$ cat src/hw/osf_pkg.sv
// Package for the octal switch fault supervision logic.
// Assumes a single 50 MHz clock; shared by the design and the bench.
package osf_pkg;
   localparam int unsigned NUM_OUT       = 8;
   localparam int unsigned CLK_HZ        = 50_000_000;
   // Open-load filter window in microseconds
   localparam int unsigned FILT_MIN_US   = 100;
   localparam int unsigned FILT_MAX_US   = 300;
   // Terminal count aimed at the middle of the window
   localparam int unsigned FILT_MID_US   = (FILT_MIN_US + FILT_MAX_US) / 2;
   localparam int unsigned FILT_CYCLES   = FILT_MID_US * (CLK_HZ / 1_000_000);
   localparam int unsigned FILT_MIN_CYC  = FILT_MIN_US * (CLK_HZ / 1_000_000);
   localparam int unsigned FILT_MAX_CYC  = FILT_MAX_US * (CLK_HZ / 1_000_000);
   localparam int unsigned FRAME_BITS    = 8;
   localparam logic [7:0]  CMD_RESET     = 8'h00;
   localparam logic [7:0]  FAULT_RESET   = 8'h00;

   // Per-output analog indications
   typedef struct packed {
      logic [7:0] open_load;   // Off-state drain-source below threshold
      logic [7:0] thermal;     // Output above thermal limit
   } osf_sense_s;

   // Global supply indications
   typedef struct packed {
      logic load_ov;           // load_supply over-voltage
      logic load_uv;           // load_supply under-voltage
      logic logic_uv;          // Logic supply under-voltage
   } osf_supply_s;

   typedef enum logic [1:0] {
      OSF_IDLE,
      OSF_SHIFT
   } osf_spi_e;
endpackage

$ cat src/hw/osf_fault_logic.sv
// Fault supervision and serial port of an eight-channel load switch.
// Assumes analog sense and supply flags arrive asynchronously on pins,
// and the serial port pins come from an external microcontroller.
// Each serial pin level must stand four clocks to be seen.
// Notes on behaviour
// - Load-supply over-voltage forces all eight outputs off at once.
// - After over-voltage clears, outputs return to their held command.
// - Open load is evaluated only while the output is commanded off.
// - Open-load reports are suppressed for a 100 to 300 us filter.
// - Each rising chip-select edge restarts the fault delay timer.
// - Open-load comparator ignored until the delay timer expires.
// - Open-load fault stays latched until read; outputs recover.
// - Thermal limit turns off only the affected output.
// - Output retries automatically after cooling while commanded on.
// - Logic-supply under-voltage turns outputs off, clears status.
// - After logic-supply recovery the status captures faults again.
// - Load-supply under-voltage leaves outputs following commands.
// - Faulted output reports one, healthy output reports zero.
// - Status shifts out MSB first, output eight on first rising edge.
// - New command bits reach outputs only on chip-select rising edge.
// - Enable low: outputs undriven, no fault detection; resume later.
`timescale 1ns/100ps
module osf_fault_logic
   import osf_pkg::*;
#(
   parameter int unsigned FILT_COUNT = FILT_CYCLES
) (
   // Clock and reset
   input  wire logic              clk,
   input  wire logic              reset,
   // Serial port pins
   input  wire logic              cs_n,
   input  wire logic              sclk,
   input  wire logic              sdi,
   output logic                   sdo,
   output logic                   sdo_oe,
   // Device control pins
   input  wire logic              enable,
   input  wire osf_supply_s       supply,
   input  wire osf_sense_s        sense,
   // Output gate drive
   output logic [NUM_OUT-1:0]     gate_on,
   output logic [NUM_OUT-1:0]     gate_drive_en,
   // Visible status
   output logic [NUM_OUT-1:0]     fault_status_reg,
   output logic                   filter_done
);
   // Elaboration checks: sense fields and frame are one bit per output,
   // and the delay timer below is 24 bits wide
   generate
      if (NUM_OUT != $bits(osf_sense_s) / 2) begin : g_bad_width
         $error("NUM_OUT does not match the sense fields");
      end
      if (FRAME_BITS != NUM_OUT) begin : g_bad_frame
         $error("FRAME_BITS must equal NUM_OUT");
      end
      if (FILT_COUNT < 1 || FILT_COUNT > 32'h00ff_ffff) begin : g_bad_count
         $error("FILT_COUNT out of range");
      end
   endgenerate

   // Two-stage synchronisers for all asynchronous pins
   // They carry no reset; reset is held far longer than they take to fill
   localparam int unsigned SW = 3 + 1 + 3 + 2 * NUM_OUT;
   logic [SW-1:0] sync1_q;
   logic [SW-1:0] sync2_q;
   always_ff @(posedge clk) begin
      sync1_q <= {cs_n, sclk, sdi, enable, supply, sense};
      sync2_q <= sync1_q;
   end

   wire         cs_s   = sync2_q[SW-1];
   wire         sclk_s = sync2_q[SW-2];
   wire         sdi_s  = sync2_q[SW-3];
   wire         en_s   = sync2_q[SW-4];
   osf_supply_s sup_s;
   osf_sense_s  sen_s;
   assign sup_s = sync2_q[2*NUM_OUT +: 3];
   assign sen_s = sync2_q[2*NUM_OUT-1:0];

   // Edge detection on synchronised serial signals
   logic cs_prev_q;
   logic sclk_prev_q;
   // Reset to the idle levels so no false edge follows reset
   always_ff @(posedge clk) begin
      if (reset) begin
         cs_prev_q   <= 1'b1;
         sclk_prev_q <= 1'b0;
      end else begin
         cs_prev_q   <= cs_s;
         sclk_prev_q <= sclk_s;
      end
   end
   // Serial clock edges count only inside a frame
   wire cs_fall   = cs_prev_q & ~cs_s;
   wire cs_rise   = ~cs_prev_q & cs_s;
   wire sclk_rise = ~sclk_prev_q & sclk_s & ~cs_s;
   wire sclk_fall = sclk_prev_q & ~sclk_s & ~cs_s;

   // Serial shifter: status loaded on chip-select fall
   osf_spi_e          spi_q;
   logic [7:0]        shift_q;
   logic [7:0]        cmd_q;
   logic [3:0]        bits_q;
   logic [7:0]        snap_q;
   wire               frame_full = (bits_q >= 4'(FRAME_BITS));
   always_ff @(posedge clk) begin
      if (reset || sup_s.logic_uv) begin
         spi_q   <= OSF_IDLE;
         shift_q <= FAULT_RESET;
         bits_q  <= '0;
         snap_q  <= FAULT_RESET;
      end else begin
         case (spi_q)
            OSF_IDLE: begin
               if (cs_fall) begin
                  shift_q <= fault_status_reg;
                  snap_q  <= fault_status_reg;
                  bits_q  <= '0;
                  spi_q   <= OSF_SHIFT;
               end
            end
            OSF_SHIFT: begin
               if (sclk_fall) begin
                  shift_q <= {shift_q[6:0], sdi_s};
                  if (!frame_full)
                     bits_q <= bits_q + 4'd1;
               end
               if (cs_rise)
                  spi_q <= OSF_IDLE;
            end
            default: spi_q <= OSF_IDLE;
         endcase
      end
   end

   // MSB presented on each rising serial clock edge
   // sdo keeps its last bit outside a frame; sdo_oe marks it undriven
   always_ff @(posedge clk) begin
      if (reset) begin
         sdo    <= 1'b0;
         sdo_oe <= 1'b0;
      end else begin
         sdo_oe <= ~cs_s;
         if (sclk_rise)
            sdo <= shift_q[7];
      end
   end

   // Command latched only on chip-select rise
   wire cmd_load = cs_rise && spi_q == OSF_SHIFT && frame_full;
   always_ff @(posedge clk) begin
      if (reset || sup_s.logic_uv)
         cmd_q <= CMD_RESET;
      else if (cmd_load)
         cmd_q <= shift_q;
   end

   // Fault delay timer on the internal clock
   // Any chip-select rise restarts it, even one closing a short frame
   logic [23:0] timer_q;
   always_ff @(posedge clk) begin
      if (reset || cs_rise)
         timer_q <= '0;
      else if (timer_q != 24'(FILT_COUNT))
         timer_q <= timer_q + 24'd1;
   end
   wire timer_done = (timer_q == 24'(FILT_COUNT));

   always_ff @(posedge clk) begin
      if (reset)
         filter_done <= 1'b0;
      else
         filter_done <= timer_done;
   end

   // Per-output gating and fault capture
   // A short frame neither loads commands nor clears status
   wire frame_done = cs_rise && spi_q == OSF_SHIFT && frame_full;
   genvar i;
   generate
      for (i = 0; i < NUM_OUT; i++) begin : g_out
         // Thermal shutdown is per output; it re-enables when cooled
         wire on_ok = cmd_q[i] & ~sen_s.thermal[i];
         // Over-voltage masks outputs; cmd_q is kept, so they resume
         wire on_d  = on_ok & ~sup_s.load_ov & ~sup_s.logic_uv;
         // Load-supply under-voltage deliberately not in the gate term
         wire ol_ev = ~cmd_q[i] & timer_done & sen_s.open_load[i];
         wire th_ev = cmd_q[i] & sen_s.thermal[i];
         wire ev    = en_s & (ol_ev | th_ev);
         // Clear only bits that went out in a complete frame
         wire clr   = frame_done & snap_q[i];

         // Gate state is kept while enable is low so outputs resume later
         always_ff @(posedge clk) begin
            if (reset || sup_s.logic_uv)
               gate_on[i] <= 1'b0;
            else
               gate_on[i] <= on_d;
         end

         always_ff @(posedge clk) begin
            if (reset)
               gate_drive_en[i] <= 1'b0;
            else
               gate_drive_en[i] <= en_s;
         end

         // Set wins over clear so an event in the read cycle is kept
         always_ff @(posedge clk) begin
            if (reset || sup_s.logic_uv)
               fault_status_reg[i] <= 1'b0;
            else if (ev)
               fault_status_reg[i] <= 1'b1;
            else if (clr)
               fault_status_reg[i] <= 1'b0;
         end
      end
   endgenerate
endmodule

$ cat config.mk
export PLATFORM = sky130hd
export DESIGN_NAME = osf_fault_logic
export DESIGN_NICKNAME = d
export VERILOG_FILES = /design/src/hw/osf_pkg.sv /design/src/hw/osf_fault_logic.sv
export SDC_FILE = /design/constraint.sdc
export NUM_CORES = 1
export LEC_CHECK = 0
export BUFFER_PORTS_ARGS = -buffer_cell sky130_fd_sc_hd__buf_2
export CAP_MARGIN = 20
export CORE_MARGIN = 2
export CORE_UTILIZATION = 50
export DETAILED_ROUTE_END_ITERATION = 7
export HOLD_SLACK_MARGIN = 0.06
export PLACE_DENSITY_LB_ADDON = 0.05
export SYNTH_ARGS = -nofsm -noshare
export SYNTH_HDL_FRONTEND = slang
export SYNTH_SLANG_ARGS = --single-unit
$ cat constraint.sdc
create_clock -name clk -period 4.9 [get_ports clk]
set_input_delay 0.49 -clock clk [delete_from_list [all_inputs] [get_ports clk]]
set_output_delay 0.49 -clock clk [all_outputs]
set_load 0.01 [all_outputs]
# [After elaboration in Yosys (flattened, before gate mapping)]
# Cells that the tools add are included.
[word_totals] reg_bits=122 output_inout_bits=27 inputBits=25
[op_classes] n_addsub=2 n_lt_le_gt_ge=1 reduce_logical=18 n_eq_ne=7 muxes=26 bitwise=100
[ops] op="1-bit AND" count=70
[ops] op="24-bit by 1-bit adder with 24-bit output, second input constant" count=1
[ops] op="24-bit by 14-bit == test with 1-bit output, second input constant" count=1
[ops] op="24-bit by 14-bit inequality test with 1-bit output, second input constant" count=1
[ops] op="1-bit inverter" count=22
[ops] op="2-bit nonzero test" count=9
[ops] op="1-bit 2-to-1 mux" count=16
[ops] op="8-bit 2-to-1 mux" count=2
[ops] op="8-bit case mux with 2 select lines" count=1
[ops] op="4-bit 2-to-1 mux" count=3
[ops] op="2-bit inequality test, second input constant" count=4
[ops] op="1-bit bitwise OR" count=8
[ops] op="4-bit case mux with 2 select lines" count=1
[ops] op="4-bit by 1-bit adder with 4-bit output, second input constant" count=1
[ops] op="4-bit greater-or-equal comparator, second input constant" count=1
[ops] op="2-bit 2-to-1 mux" count=2
[ops] op="2-bit case mux with 2 select lines" count=1
[ops] op="2-bit AND reduction" count=2
[ops] op="4-bit AND reduction" count=1
[ops] op="3-bit AND reduction" count=1
[ops] op="2-bit by 1-bit == test with 1-bit output, second input constant" count=1
[ops] op="1-bit logical AND" count=2
[ops] op="2-bit zero test" count=1
[ops] op="1-bit logical OR" count=2

# [Depth between registers and ports, before layout]
# Gate-level depths: netlist (run 1).
[logic_depth] word_depth=7 mapped_depth=7 depth_no_buf=6

# [Least setup slack after synthesis (run 1)]
# OpenSTA, ideal clock, no wires.
[synth_path] path_kind="input -> register" from="in reset" to="reg bits_q[0]" arrival_ns=1.506 path_slack_ns=3.266 path_stages=5 path_buffers=3 path_cell_list="clkbuf_1 -> or2_2 -> clkbuf_1 -> buf_1 -> nor2_1"
[synth_between] elab_chain_len=1
[synth_lines] element="from (decl)" line_no="osf_fault_logic.sv:30" source="input wire logic reset,"
[synth_lines] element="1-bit logical OR" line_no="osf_fault_logic.sv:108" source="if (reset || sup_s.logic_uv) begin"
[synth_lines] element="to (signal assigned)" line_no="osf_fault_logic.sv:127" source="bits_q <= bits_q + 4'd1;"
[synth_lines] element="to (decl)" line_no="osf_fault_logic.sv:104" source="logic [3:0] bits_q;"
# No other way between the ends.
# A chain may end at the register's enable or synchronous reset.

# [Worst setup path in the final report (run 1)]
[layout_path] from="reg timer_q[0]" to="reg fault_status_reg[0]"
[layout_between] elab_chain_len=6 word_cells_on_any_way=7 classes_between="1 x eq/ne; 1 x mux; 4 x bitwise; 1 x reduce/logical"
[layout_lines] element="from (decl)" line_no="osf_fault_logic.sv:161" source="logic [23:0] timer_q;"
[layout_lines] element="from (signal assigned)" line_no="osf_fault_logic.sv:166" source="timer_q <= timer_q + 24'd1;"
[layout_lines] element="24-bit by 14-bit == test with 1-bit output (*)" line_no="osf_fault_logic.sv:168" source="wire timer_done = (timer_q == 24'(FILT_COUNT));"
[layout_lines] element="1-bit AND (*) (2 in series)" line_no="osf_fault_logic.sv:188" source="wire ol_ev = ~cmd_q[i] & timer_done & sen_s.open_load[i];"
[layout_lines] element="1-bit bitwise OR (*)" line_no="osf_fault_logic.sv:190" source="wire ev = en_s & (ol_ev | th_ev);"
[layout_lines] element="1-bit AND (*)" line_no="osf_fault_logic.sv:190"
[layout_lines] element="1-bit 2-to-1 mux / 2-bit nonzero test (equally long branches)"
[layout_lines] element="to (signal, indexed assignment)" line_no="osf_fault_logic.sv:212" source="fault_status_reg[i] <= 1'b0;"
[layout_lines] element="to (signal, indexed assignment)" line_no="osf_fault_logic.sv:214" source="fault_status_reg[i] <= 1'b1;"
[layout_lines] element="to (signal, indexed assignment)" line_no="osf_fault_logic.sv:216" source="fault_status_reg[i] <= 1'b0;"
[layout_lines] element="to (decl)" line_no="osf_fault_logic.sv:45" source="output logic [NUM_OUT-1:0] fault_status_reg,"
# Mark *: on every way between the ends. The rest lies on a longest branch, timed or not.

==> flow_metrics.tcl, run 1 <==
set metrics [dict create \
    outcome "complete, no violations" \
    antenna_found_initial 0 \
    ant_nets 0 \
    synth_seq_cells 119 \
    top_regs "timer_q: 24 flops, sync1_q: 22 flops, sync2_q: 22 flops" \
    fin_nets 494 \
    cp.arrival_ns 2.90 \
    dp_hpwl_um 5180 \
    vias_per_cell 5.26 \
    wl_um 8290 \
    crit_fanout 14 \
    grt_pass1_wl_um 13300 \
    clk_transition_reported_paths_ns 0.06 \
    hold_viol 0 \
    ys_seq_area_share_pct 56.6 \
    synth_edf_count 0 \
    grt_overflow 0 \
    syn_nets 441 \
    hold_depth 1 \
    period_share_pct 50.1 \
    drc 0 \
    syn_area_sq_mm 0.00421 \
    cts_sinks 119 \
    ys_types 48 \
    setup.worst_path.end "fault_status_reg[0]" \
    critPathLaunch "timer_q[0]" \
    largest_reg_flops 24 \
    gp_congestion 0.795 \
    cts_root_buffer "clkbuf_8" \
    portBuffers 50 \
    cts_setup_buffers 0 \
    post-route-cell-area_sq_mm 0.00511 \
    setup_viol 0 \
    largest-register "timer_q" \
    first_pass_iters 6 \
    grt_max_degree 30 \
    slew_headroom_pct 43.1 \
    synthToLayoutAreaGrowth_pct 21.3 \
    power.leakage_uw 0.00198 \
    vias 3069 \
    maxCapViolCount 0 \
    synth_ff_type "dfxtp_1" \
    fmax_mhz 407 \
    wl_per_cell_um 14.2 \
    cts_buffers 17 \
    cts_resized 0 \
    floorplan.die.height_um 95.8 \
    worstSetupPathType "reg -> reg" \
    cts.path.max_buffers 2 \
    grt_pass1_vias 2867 \
    synthArstFlopShare_pct 0 \
    diodes 0 \
    reg2reg_to "fault_status_reg[0]" \
    yosys_warnings 0 \
    tns_ns 0 \
    synth_area_per_cell_sq_um 10.2 \
    reg2reg_slack_ns 2.44 \
    ff2ff_path_depth 6 \
    clkLatencyLatePin_ns 0.50 \
    report.final.slew_viol_count 0 \
    cts_tree "built" \
    fin_crit_ns 2.46 \
    worstSetupStartpointType "flop" \
    worstHoldPathType "in -> reg" \
    cp.required_ns 5.35 \
    htreeDepth 4 \
    worst_pin_slew_ns 0.845 \
    endpoint_kind "flop" \
    io-pin-count 52 \
    start_util_pct 51.5 \
    skew_ns 0.00731 \
    syn_inst 412 \
    drive_gt1_share_pct 19.0 \
    r2r-start "timer_q[0]" \
    die_area_sq_mm 0.00917 \
    cts_hold_buf 0 \
    dr.first_iter.drc_count 124 \
    peakVddDrop_mv 0.278 \
    core_sq_mm 0.00818 \
    p_total_uw 2230 \
    rsz0062_at_grt "no" \
    die_w_um 95.8 \
    grt_use_total_pct 19.4 \
    p_per_area_mw_per_mm2 436 \
    placed_area_sq_mm 0.00444 \
    row_count 33 \
    fillCellCount 690 \
]
==> how the worst min path moves through the flow <==
stage | startpoint | to | slack, ns
after floorplan | sync1_q[0] | sync2_q[0] | 0.31
after global placement | sync1_q[9] | sync2_q[9] | 0.31
after detailed placement | sync1_q[11] | sync2_q[11] | 0.31
after CTS | sense[0] | sync1_q[0] | 0.06
after global routing | cs_n | sync1_q[22] | 0.06
final | supply[0] | sync1_q[16] | 0.08
==> final cells by class <==
cell class / count / area, sq um / area share [%]
Tap cell: 105 / 131 / 2.57
Inverter: 15 / 56.3 / 1.10
Sequential cell: 119 / 2380 / 46.6
Clock inverter: 14 / 139 / 2.72
Clock buffer: 18 / 418 / 8.18
Timing Repair Buffer: 61 / 360 / 7.05
Multi-Input combinational cell: 251 / 1620 / 31.7
==> cell usage in the layout (no fill, tap or decap), types with 7 or more instances in the layout <==
| master | instances |
|---|---|
| nor3_1 | 7 |
| xor2_1 | 9 |
| clkbuf_16 | 16 |
| dfxtp_1 | 119 |
| mux2i_1 | 19 |
| a32o_1 | 8 |
| nand3_1 | 10 |
| nand4_1 | 10 |
| o41ai_1 | 9 |
| a211oi_1 | 8 |
| nor2_1 | 35 |
| nor3b_1 | 9 |
| nand2_1 | 42 |
| dlygate4sd3_1 | 11 |
| buf_2 | 50 |
| inv_1 | 15 |
| a21oi_1 | 18 |
==> cells by family after synthesis <==
logic type	after synthesis	share of synthesized area, %
and+or+nand+nor	154	19.5
DFF	119	56.6
xor gates and xnor gates	12	2.50
adders and majority gates	4	1.19
muxes	20	4.78
buffers and inverters	42	4.93
AOI/OAI and AO/OA	61	10.5
==> worst max-delay path, cell delays in order, from the launching register on <==
cell and delay, ns:
dfxtp_1 0.35, inv_1 0.07, ha_1 0.13, nor4b_1 0.33
nand4_1 0.75, o41ai_1 0.60, a32o_1 0.18
==> cell usage after synthesis, drive strengths merged (2+ instances only) <==
cell type  number  area (sq um)
nor4            3          18.8
or3             4          25.0
nor3            7          35.0
and3            3          18.8
nor2           36           138
clkbuf         10          38.8
and2            3          18.8
mux2i          19           190
nor2b           4          25.0
o31ai           6          45.0
o21ai           3          15.0
a22oi           2          15.0
o41ai           9          78.8
or2             3          18.8
a211oi          8          60.1
ha              4          50.1
dfxtp         119          2380
buf            17           113
nor4b           3          26.3
xnor2           3          26.3
nand2          42           158
nor3b           9          67.6
and4            4          36.3
a21oi          19          98.9
inv            15          56.3
or4             5          37.5
nand3          10          50.1
nand2b          4          25.0
nand4          12           105
xor2            9          78.8
a32o            8          80.1
==> stage by stage <==
| stage | instances | setup WS (ns) | utilization [%] | hold slack [ns] |
|---|---|---|---|---|
| 2_1_floorplan | 412 | 3.27 | - | 0.310 |
| 3_3_place_gp | 540 | 2.60 | 54.3 | 0.310 |
| 3_5_place_dp | 540 | 2.54 | 54.3 | 0.312 |
| 4_1_cts | 572 | 2.52 | 61.1 | 0.0643 |
| 5_1_grt | 583 | 2.30 | 62.5 | 0.0608 |
| 6_report | 583 | 2.44 | 62.5 | 0.0840 |
==> per-layer routing <==
| metal | wire [um] | vias to the layer above | GRT usage, % |
|---|---|---|---|
| li1 | - | 1561 | - |
| met2 | 4040 | 69 | 32.5 |
| met3 | 352 | 6 | 6.26 |
| met4 | 61 | 0 | 6.55 |
| met1 | 3840 | 1433 | 23.4 |
| met5 | 0 | - | 0 |
==> report_power, final <==
part           internal (uW)  switching, uW  leakage [uW]  total [uW]
Combinational           29.6           35.7      0.000740        65.3
Clock                    685            466      0.000265        1150
Sequential               994           14.9      0.000978        1010
Total                   1710            517       0.00198        2230
Note: power is estimated with default switching activity, not from simulation.
==> run 2, diff against run 1 <==
--- a/config.mk
+++ b/config.mk
@@ -5,6 +5,7 @@
 export SDC_FILE = /design/constraint.sdc
 export NUM_CORES = 1
 export LEC_CHECK = 0
+export ABC_AREA = 1
 export BUFFER_PORTS_ARGS = -buffer_cell sky130_fd_sc_hd__buf_2
 export CAP_MARGIN = 20
 export CORE_MARGIN = 2
==> constraint.sdc (replaced) <==
create_clock -name clk -period 2.3 [get_ports clk]
set_input_delay 0.23 -clock clk [delete_from_list [all_inputs] [get_ports clk]]
set_output_delay 0.23 -clock clk [all_outputs]
set_load 0.01 [all_outputs]
==> run 2 against run 1 <==
Register-to-register slack got worse by 1.8 ns. Clock skew increased by 0.0019 ns. Worst hold slack improved by 0.24 ns. Clock power increased by 130%. Via count increased by 7.5%. Die area increased by 0.91%. Routed wire length increased by 2.4%. Sequential power increased by 110%. Synthesized cell count increased by 21%. Critical endpoint is now cmd_q[1]. Largest cell class unchanged.
==> flow_metrics.tcl, run 2 <==
set metrics [dict create \
    outcome "complete, no violations" \
    dr.first_iter.drc_count 146 \
    worst_pin_slew_ns 0.556 \
    worstSetupPathType "reg -> reg" \
    largest-register "timer_q" \
    clkLatencyLatePin_ns 0.51 \
    yosys.area_share.simple_pct 19.6 \
    stdcell_count 692 \
    synth_ff_type "dfxtp_1" \
    drc 0 \
    ys_seq_area_share_pct 56.0 \
    fin_nets 603 \
    cts_root_buffer "clkbuf_8" \
    crit_fanout 14 \
    top_regs "timer_q: 24 flops, sync1_q: 22 flops, sync2_q: 22 flops" \
    diodes 0 \
    placed_cells 637 \
    synth_seq_cells 119 \
    synth_area_leaders "dfxtp_1 (56%), a21oi_1 (5.9%), inv_1 (5.6%)" \
    ys_types 36 \
    drive_gt1_share_pct 20.3 \
    worstSetupStartpointType "flop" \
    portBuffers 50 \
    yosys.cell_count.top_type "dfxtp_1" \
    synth_top_family_by_area "simple AND/OR/NAND/NOR gates" \
    floorplan.die.height_um 96.2 \
    synth_area_per_cell_sq_um 8.54 \
    regArea_sq_mm 0.00238 \
    worstHoldPathType "reg -> reg" \
    cts_buffers 17 \
    period_share_pct 72.2 \
    cp.required_ns 2.69 \
    ant_nets 0 \
    htreeDepth 4 \
    synth_top_area_share_pct 56.0 \
    tns_ns 0 \
    grt_use_total_pct 20.4 \
    power.leakage_uw 0.00218 \
    vias_per_cell 4.77 \
    final_cell_mix "dfxtp_1 (119), inv_1 (63), nor2_1 (55)" \
    reg2reg_slack_ns 0.64 \
    maxCapViolCount 0 \
    cts_sinks 119 \
    core_sq_mm 0.00822 \
    die_w_um 96.2 \
    slowest_delay_ns 0.56 \
    fin_crit_ns 1.66 \
    clk_transition_reported_paths_ns 0.06 \
    cpMaxStageDelayCell "dfxtp_1" \
    endpoint_kind "flop" \
    largest_reg_flops 24 \
    grt_max_degree 31 \
    synthAdderAreaFrac_pct 1.18 \
    grt_pass1_vias 3060 \
    cts.path.max_buffers 2 \
    fmax_mhz 602 \
    synth.top_cells.by_count "dfxtp_1 (119), inv_1 (63), nor2_1 (55)" \
    hold_ws_ns 0.326 \
    synth-compound-area-share_pct 13.2 \
    gp_congestion 0.822 \
    report.final.slew_viol_count 0 \
    worstPathCellList "nand3_1 > buf_4 > o21ai_0 > a21oi_1" \
    fillCellCount 711 \
    syn_nets 527 \
    peakVddDrop_mv 0.612 \
    synth_xor_area_share_pct 0.824 \
    multiInputGateArea_sq_mm 0.00148 \
    skew_ns 0.00925 \
    io-pin-count 52 \
    p_per_area_mw_per_mm2 925 \
    die_area_sq_mm 0.00926 \
    rsz0062_at_grt "no" \
    hold_viol 0 \
    syn_inst 498 \
    final_common_cell "dfxtp_1" \
    start_util_pct 51.7 \
    wl_um 8480 \
    first_pass_iters 4 \
    cts_resized 0 \
    synthToLayoutAreaGrowth_pct 26.4 \
    synth_edf_count 0 \
    yosys-mux-area-fraction_pct 0 \
    row_count 33 \
    synthArstFlopShare_pct 0 \
    worst_slack_ns 0.638 \
    vias 3300 \
    cp.arrival_ns 2.05 \
    grt_overflow 0 \
    antenna_found_initial 0 \
    synth_top_area_cell "dfxtp_1" \
    yosys_warnings 0 \
    slew_headroom_pct 62.6 \
    cts_tree "built" \
    setup_viol 0 \
    syn_area_sq_mm 0.00425 \
    grt_pass1_wl_um 14200 \
    dp_hpwl_um 5740 \
    pre_cts_slack_ns 0.655 \
    wl_per_cell_um 12.3 \
]
## run 2: critical path: cells and delay by family, from the launching register on
kind | cells | cell delay, ns
DFF | 1 | 0.56
and+or+nand+nor | 1 | 0.41
buffers and inverters | 1 | 0.32
AOI/OAI and AO/OA | 2 | 0.25
## run 2: path summary, 6_finish.rpt
check                endpoint        start  depth (start not counted)
setup / recovery     cmd_q[1]     spi_q[0]                          4
hold / removal    sync2_q[11]  sync1_q[11]                          0
setup reg to reg     cmd_q[1]     spi_q[0]                          4
hold reg to reg   sync2_q[11]  sync1_q[11]                          0
## run 2: logic make-up after synthesis
kind of cell	after synthesis
and+or+nand+nor	177
DFF	119
AOI/OAI and AO/OA	103
buffers and inverters	91
xor gates and xnor gates	4
adders and majority gates	4
## run 2: per-layer routing
layer | wire, um | global-route usage (%) | share of wire (%) | vias to the layer above
met5 | 0 | 0 | 0 | -
met4 | 146 | 8.10 | 1.7 | 0
met3 | 366 | 6.03 | 4.3 | 14
met2 | 3510 | 30.0 | 41 | 73
met1 | 4460 | 28.0 | 53 | 1458
li1 | - | - | - | 1755
## run 2: cell type report
class | instances | share of cell area [%]
Inverter | 71 | 4.96
Clock inverter | 14 | 3.49
Sequential cell | 119 | 44.3
Timing Repair Buffer | 77 | 9.50
Clock buffer | 18 | 7.78
Multi-Input combinational cell | 288 | 27.5
Tap cell | 105 | 2.45
## run 2: per-stage QoR
stage | area (sq um) | power (uW) | utilization, %
floorplan | 4250 | 2280 | -
global placement | 4540 | 2320 | 55.2
detailed placement | 4540 | 2330 | 55.2
CTS | 5370 | 5020 | 65.4
global route | 5370 | 5150 | 65.4
finish | 5370 | 4970 | 65.4
## run 2: timing repair
action,CTS,global route
buffers inserted,0,0
hold endpoints to repair,27,0
hold buffers,23,0
## run 2: report_power, final
| part | switching [uW] | internal, uW |
|---|---|---|
| combinational | 91.8 | 73.2 |
| sequential | 27.2 | 2120 |
| clock | 980 | 1680 |
==> run 3, diff against run 2 <==
--- a/config.mk
+++ b/config.mk
@@ -5,7 +5,7 @@
 export SDC_FILE = /design/constraint.sdc
 export NUM_CORES = 1
 export LEC_CHECK = 0
-export ABC_AREA = 1
+export ABC_AREA = 0
 export BUFFER_PORTS_ARGS = -buffer_cell sky130_fd_sc_hd__buf_2
 export CAP_MARGIN = 20
 export CORE_MARGIN = 2
==> constraint.sdc (replaced) <==
create_clock -name clk -period 1.6 [get_ports clk]
set_input_delay 0.16 -clock clk [delete_from_list [all_inputs] [get_ports clk]]
set_output_delay 0.16 -clock clk [all_outputs]
set_load 0.01 [all_outputs]
==> run 3 against run 2 <==
First-iteration DRC count is 4.8% lower. Worst hold slack worse by 0.044 ns. Critical path depth increased by 3. Routed wire length rose by 9.1%. Utilization rose by 4.4 points. Register-to-register slack lost 0.63 ns. Critical path type unchanged. Largest cell class unchanged. Largest power group unchanged.
==> flow_metrics.tcl, run 3 (synthesized netlist as in run 1, its figures left out) <==
set metrics [dict create \
    grt_max_degree 30 \
    vias_per_cell 5.29 \
    skew_ns 0.00675 \
    grt_pass1_wl_um 14600 \
    largest_reg_flops 24 \
    htreeDepth 4 \
    wl_um 9260 \
    peakVddDrop_mv 1.04 \
    hold_viol 0 \
    synthToLayoutAreaGrowth_pct 35.4 \
    dp_hpwl_um 5680 \
    gp_congestion 0.853 \
    largest-register "timer_q" \
    pre_cts_slack_ns -0.104 \
    floorplan.die.height_um 95.8 \
    cpMaxStageDelayCell "dfxtp_1" \
    grt_overflow 0 \
    fin_crit_ns 1.59 \
    drive_gt1_share_pct 28.5 \
    report.final.slew_viol_count 0 \
    slew_headroom_pct 60.3 \
    wl_per_cell_um 14.6 \
    first_pass_iters 4 \
    stdcell_count 634 \
    slowest_delay_ns 0.31 \
    core_sq_mm 0.00818 \
    power.leakage_uw 0.00235 \
    drc 0 \
    die_w_um 95.8 \
    period_share_pct 99.4 \
    crit_fanout 14 \
    final_common_cell "dfxtp_1" \
    grt_use_total_pct 21.4 \
    setup_viol 0 \
    antenna_found_initial 0 \
    fmax_mhz 629 \
    row_count 33 \
    maxCapViolCount 0 \
    crit_family "compound AO/OA/AOI/OAI gates" \
    vias 3357 \
    worstSetupStartpointType "flop" \
    diodes 0 \
    grt_pass1_vias 3058 \
    die_area_sq_mm 0.00917 \
    regArea_sq_mm 0.00239 \
    io-pin-count 52 \
    top_regs "timer_q: 24 flops, sync1_q: 22 flops, sync2_q: 22 flops" \
    fillCellCount 630 \
    cp.required_ns 2.05 \
    cts.path.max_buffers 2 \
    clk_transition_reported_paths_ns 0.06 \
    multiInputGateArea_sq_mm 0.00173 \
    cts_sinks 119 \
    worstSetupPathType "reg -> reg" \
    clkLatencyLatePin_ns 0.51 \
    portBuffers 50 \
    endpoint_kind "flop" \
    rsz0062_at_grt "yes" \
    outcome "complete, no violations" \
    cts_buffers 17 \
    p_total_uw 7110 \
    ant_nets 0 \
    placed_cells 577 \
    final_cell_mix "dfxtp_1 (112), buf_2 (50), nand2_1 (42)" \
    start_util_pct 51.5 \
    worst_slack_ns 0.00911 \
    worstHoldPathType "in -> reg" \
    crit_buf_inv 2 \
    cts_root_buffer "clkbuf_8" \
    dr.first_iter.drc_count 139 \
    worst_pin_slew_ns 0.596 \
    worstPathCellList "inv_1 > ha_1 > nor4b_4 > nand4_1 > buf_6 > o41ai_2 > a32o_2" \
    p_per_area_mw_per_mm2 1250 \
    cp.arrival_ns 2.04 \
    cts_tree "built" \
    fin_nets 545 \
]
run 3: cell count changes in the layout (fill, tap and decap cells not counted), moves of 10 or more:
cell,change
buf_4,+32
nand2_1,-10
a21oi_1,-32
o21ai_0,-24
mux2i_1,+19
nand3_1,-15
nor2_1,-20
inv_1,-48
o21ai_1,-12
run 3: layer usage:
layer / up-vias / GRT usage [%] / routed length (um)
met1: 1587 / 26.8 / 4150
met4: 0 / 9.64 / 148
met2: 83 / 34.6 / 4650
met3: 17 / 5.72 / 310
met5: - / 0 / 0
li1: 1670 / - / -
run 3: stage by stage:
stage / cell area [sq um] / TNS, ns / hold slack [ns] / util, %
after CTS: 5570 / -0.0219 / 0.261 / 68.2
after detailed placement: 4740 / -0.660 / 0.264 / 58.0
after global placement: 4740 / -0.519 / 0.262 / 58.0
final: 5700 / 0 / 0.282 / 69.7
after floorplan: 4210 / 0 / 0.188 / -
after global routing: 5700 / -0.263 / 0.262 / 69.7
run 3: timing repair:
action	4_1_cts	5_1_grt
hold buffers	23	0
pin swaps	0	3
resized for setup	1	24
setup buffers	0	2
endpoints found under the setup margin	10	20
endpoints found under the hold margin	28	0
run 3: worst register-to-register path, delay by kind of cell, from the launching register on:
| family | cells | cell delay, ns |
|---|---|---|
| AO/OA/AOI/OAI | 2 | 0.45 |
| AND/OR/NAND/NOR | 2 | 0.35 |
| flip-flops | 1 | 0.31 |
| buffers and inverters | 2 | 0.27 |
| adder cells (fa/ha/maj) | 1 | 0.15 |
run 3: area by class of cell:
type,instances,area share (%)
multi-input combinational,251,30.3
inverter,15,0.987
timing repair buffer,112,14.1
clock inverter,14,2.87
sequential,119,41.9
clock buffer,18,7.50
tap,105,2.30
run 3: worst paths after layout:
| kind | start | end | slack, ns | cells after the start |
|---|---|---|---|---|
| setup / recovery | timer_q[1] | fault_status_reg[2] | 0.009 | 7 |
| hold / removal | sense[1] | sync1_q[1] | 0.28 | 2 |
| setup reg to reg | timer_q[1] | fault_status_reg[2] | 0.009 | 7 |
| hold reg to reg | sync1_q[22] | sync2_q[22] | 0.32 | 0 |
run 3: report_power, final:
part / switching, uW / internal, uW / total, uW
Sequential: 34.4 / 3040 / 3080
Clock: 1450 / 2300 / 3750
Combinational: 137 / 139 / 275
Total: 1630 / 5480 / 7110
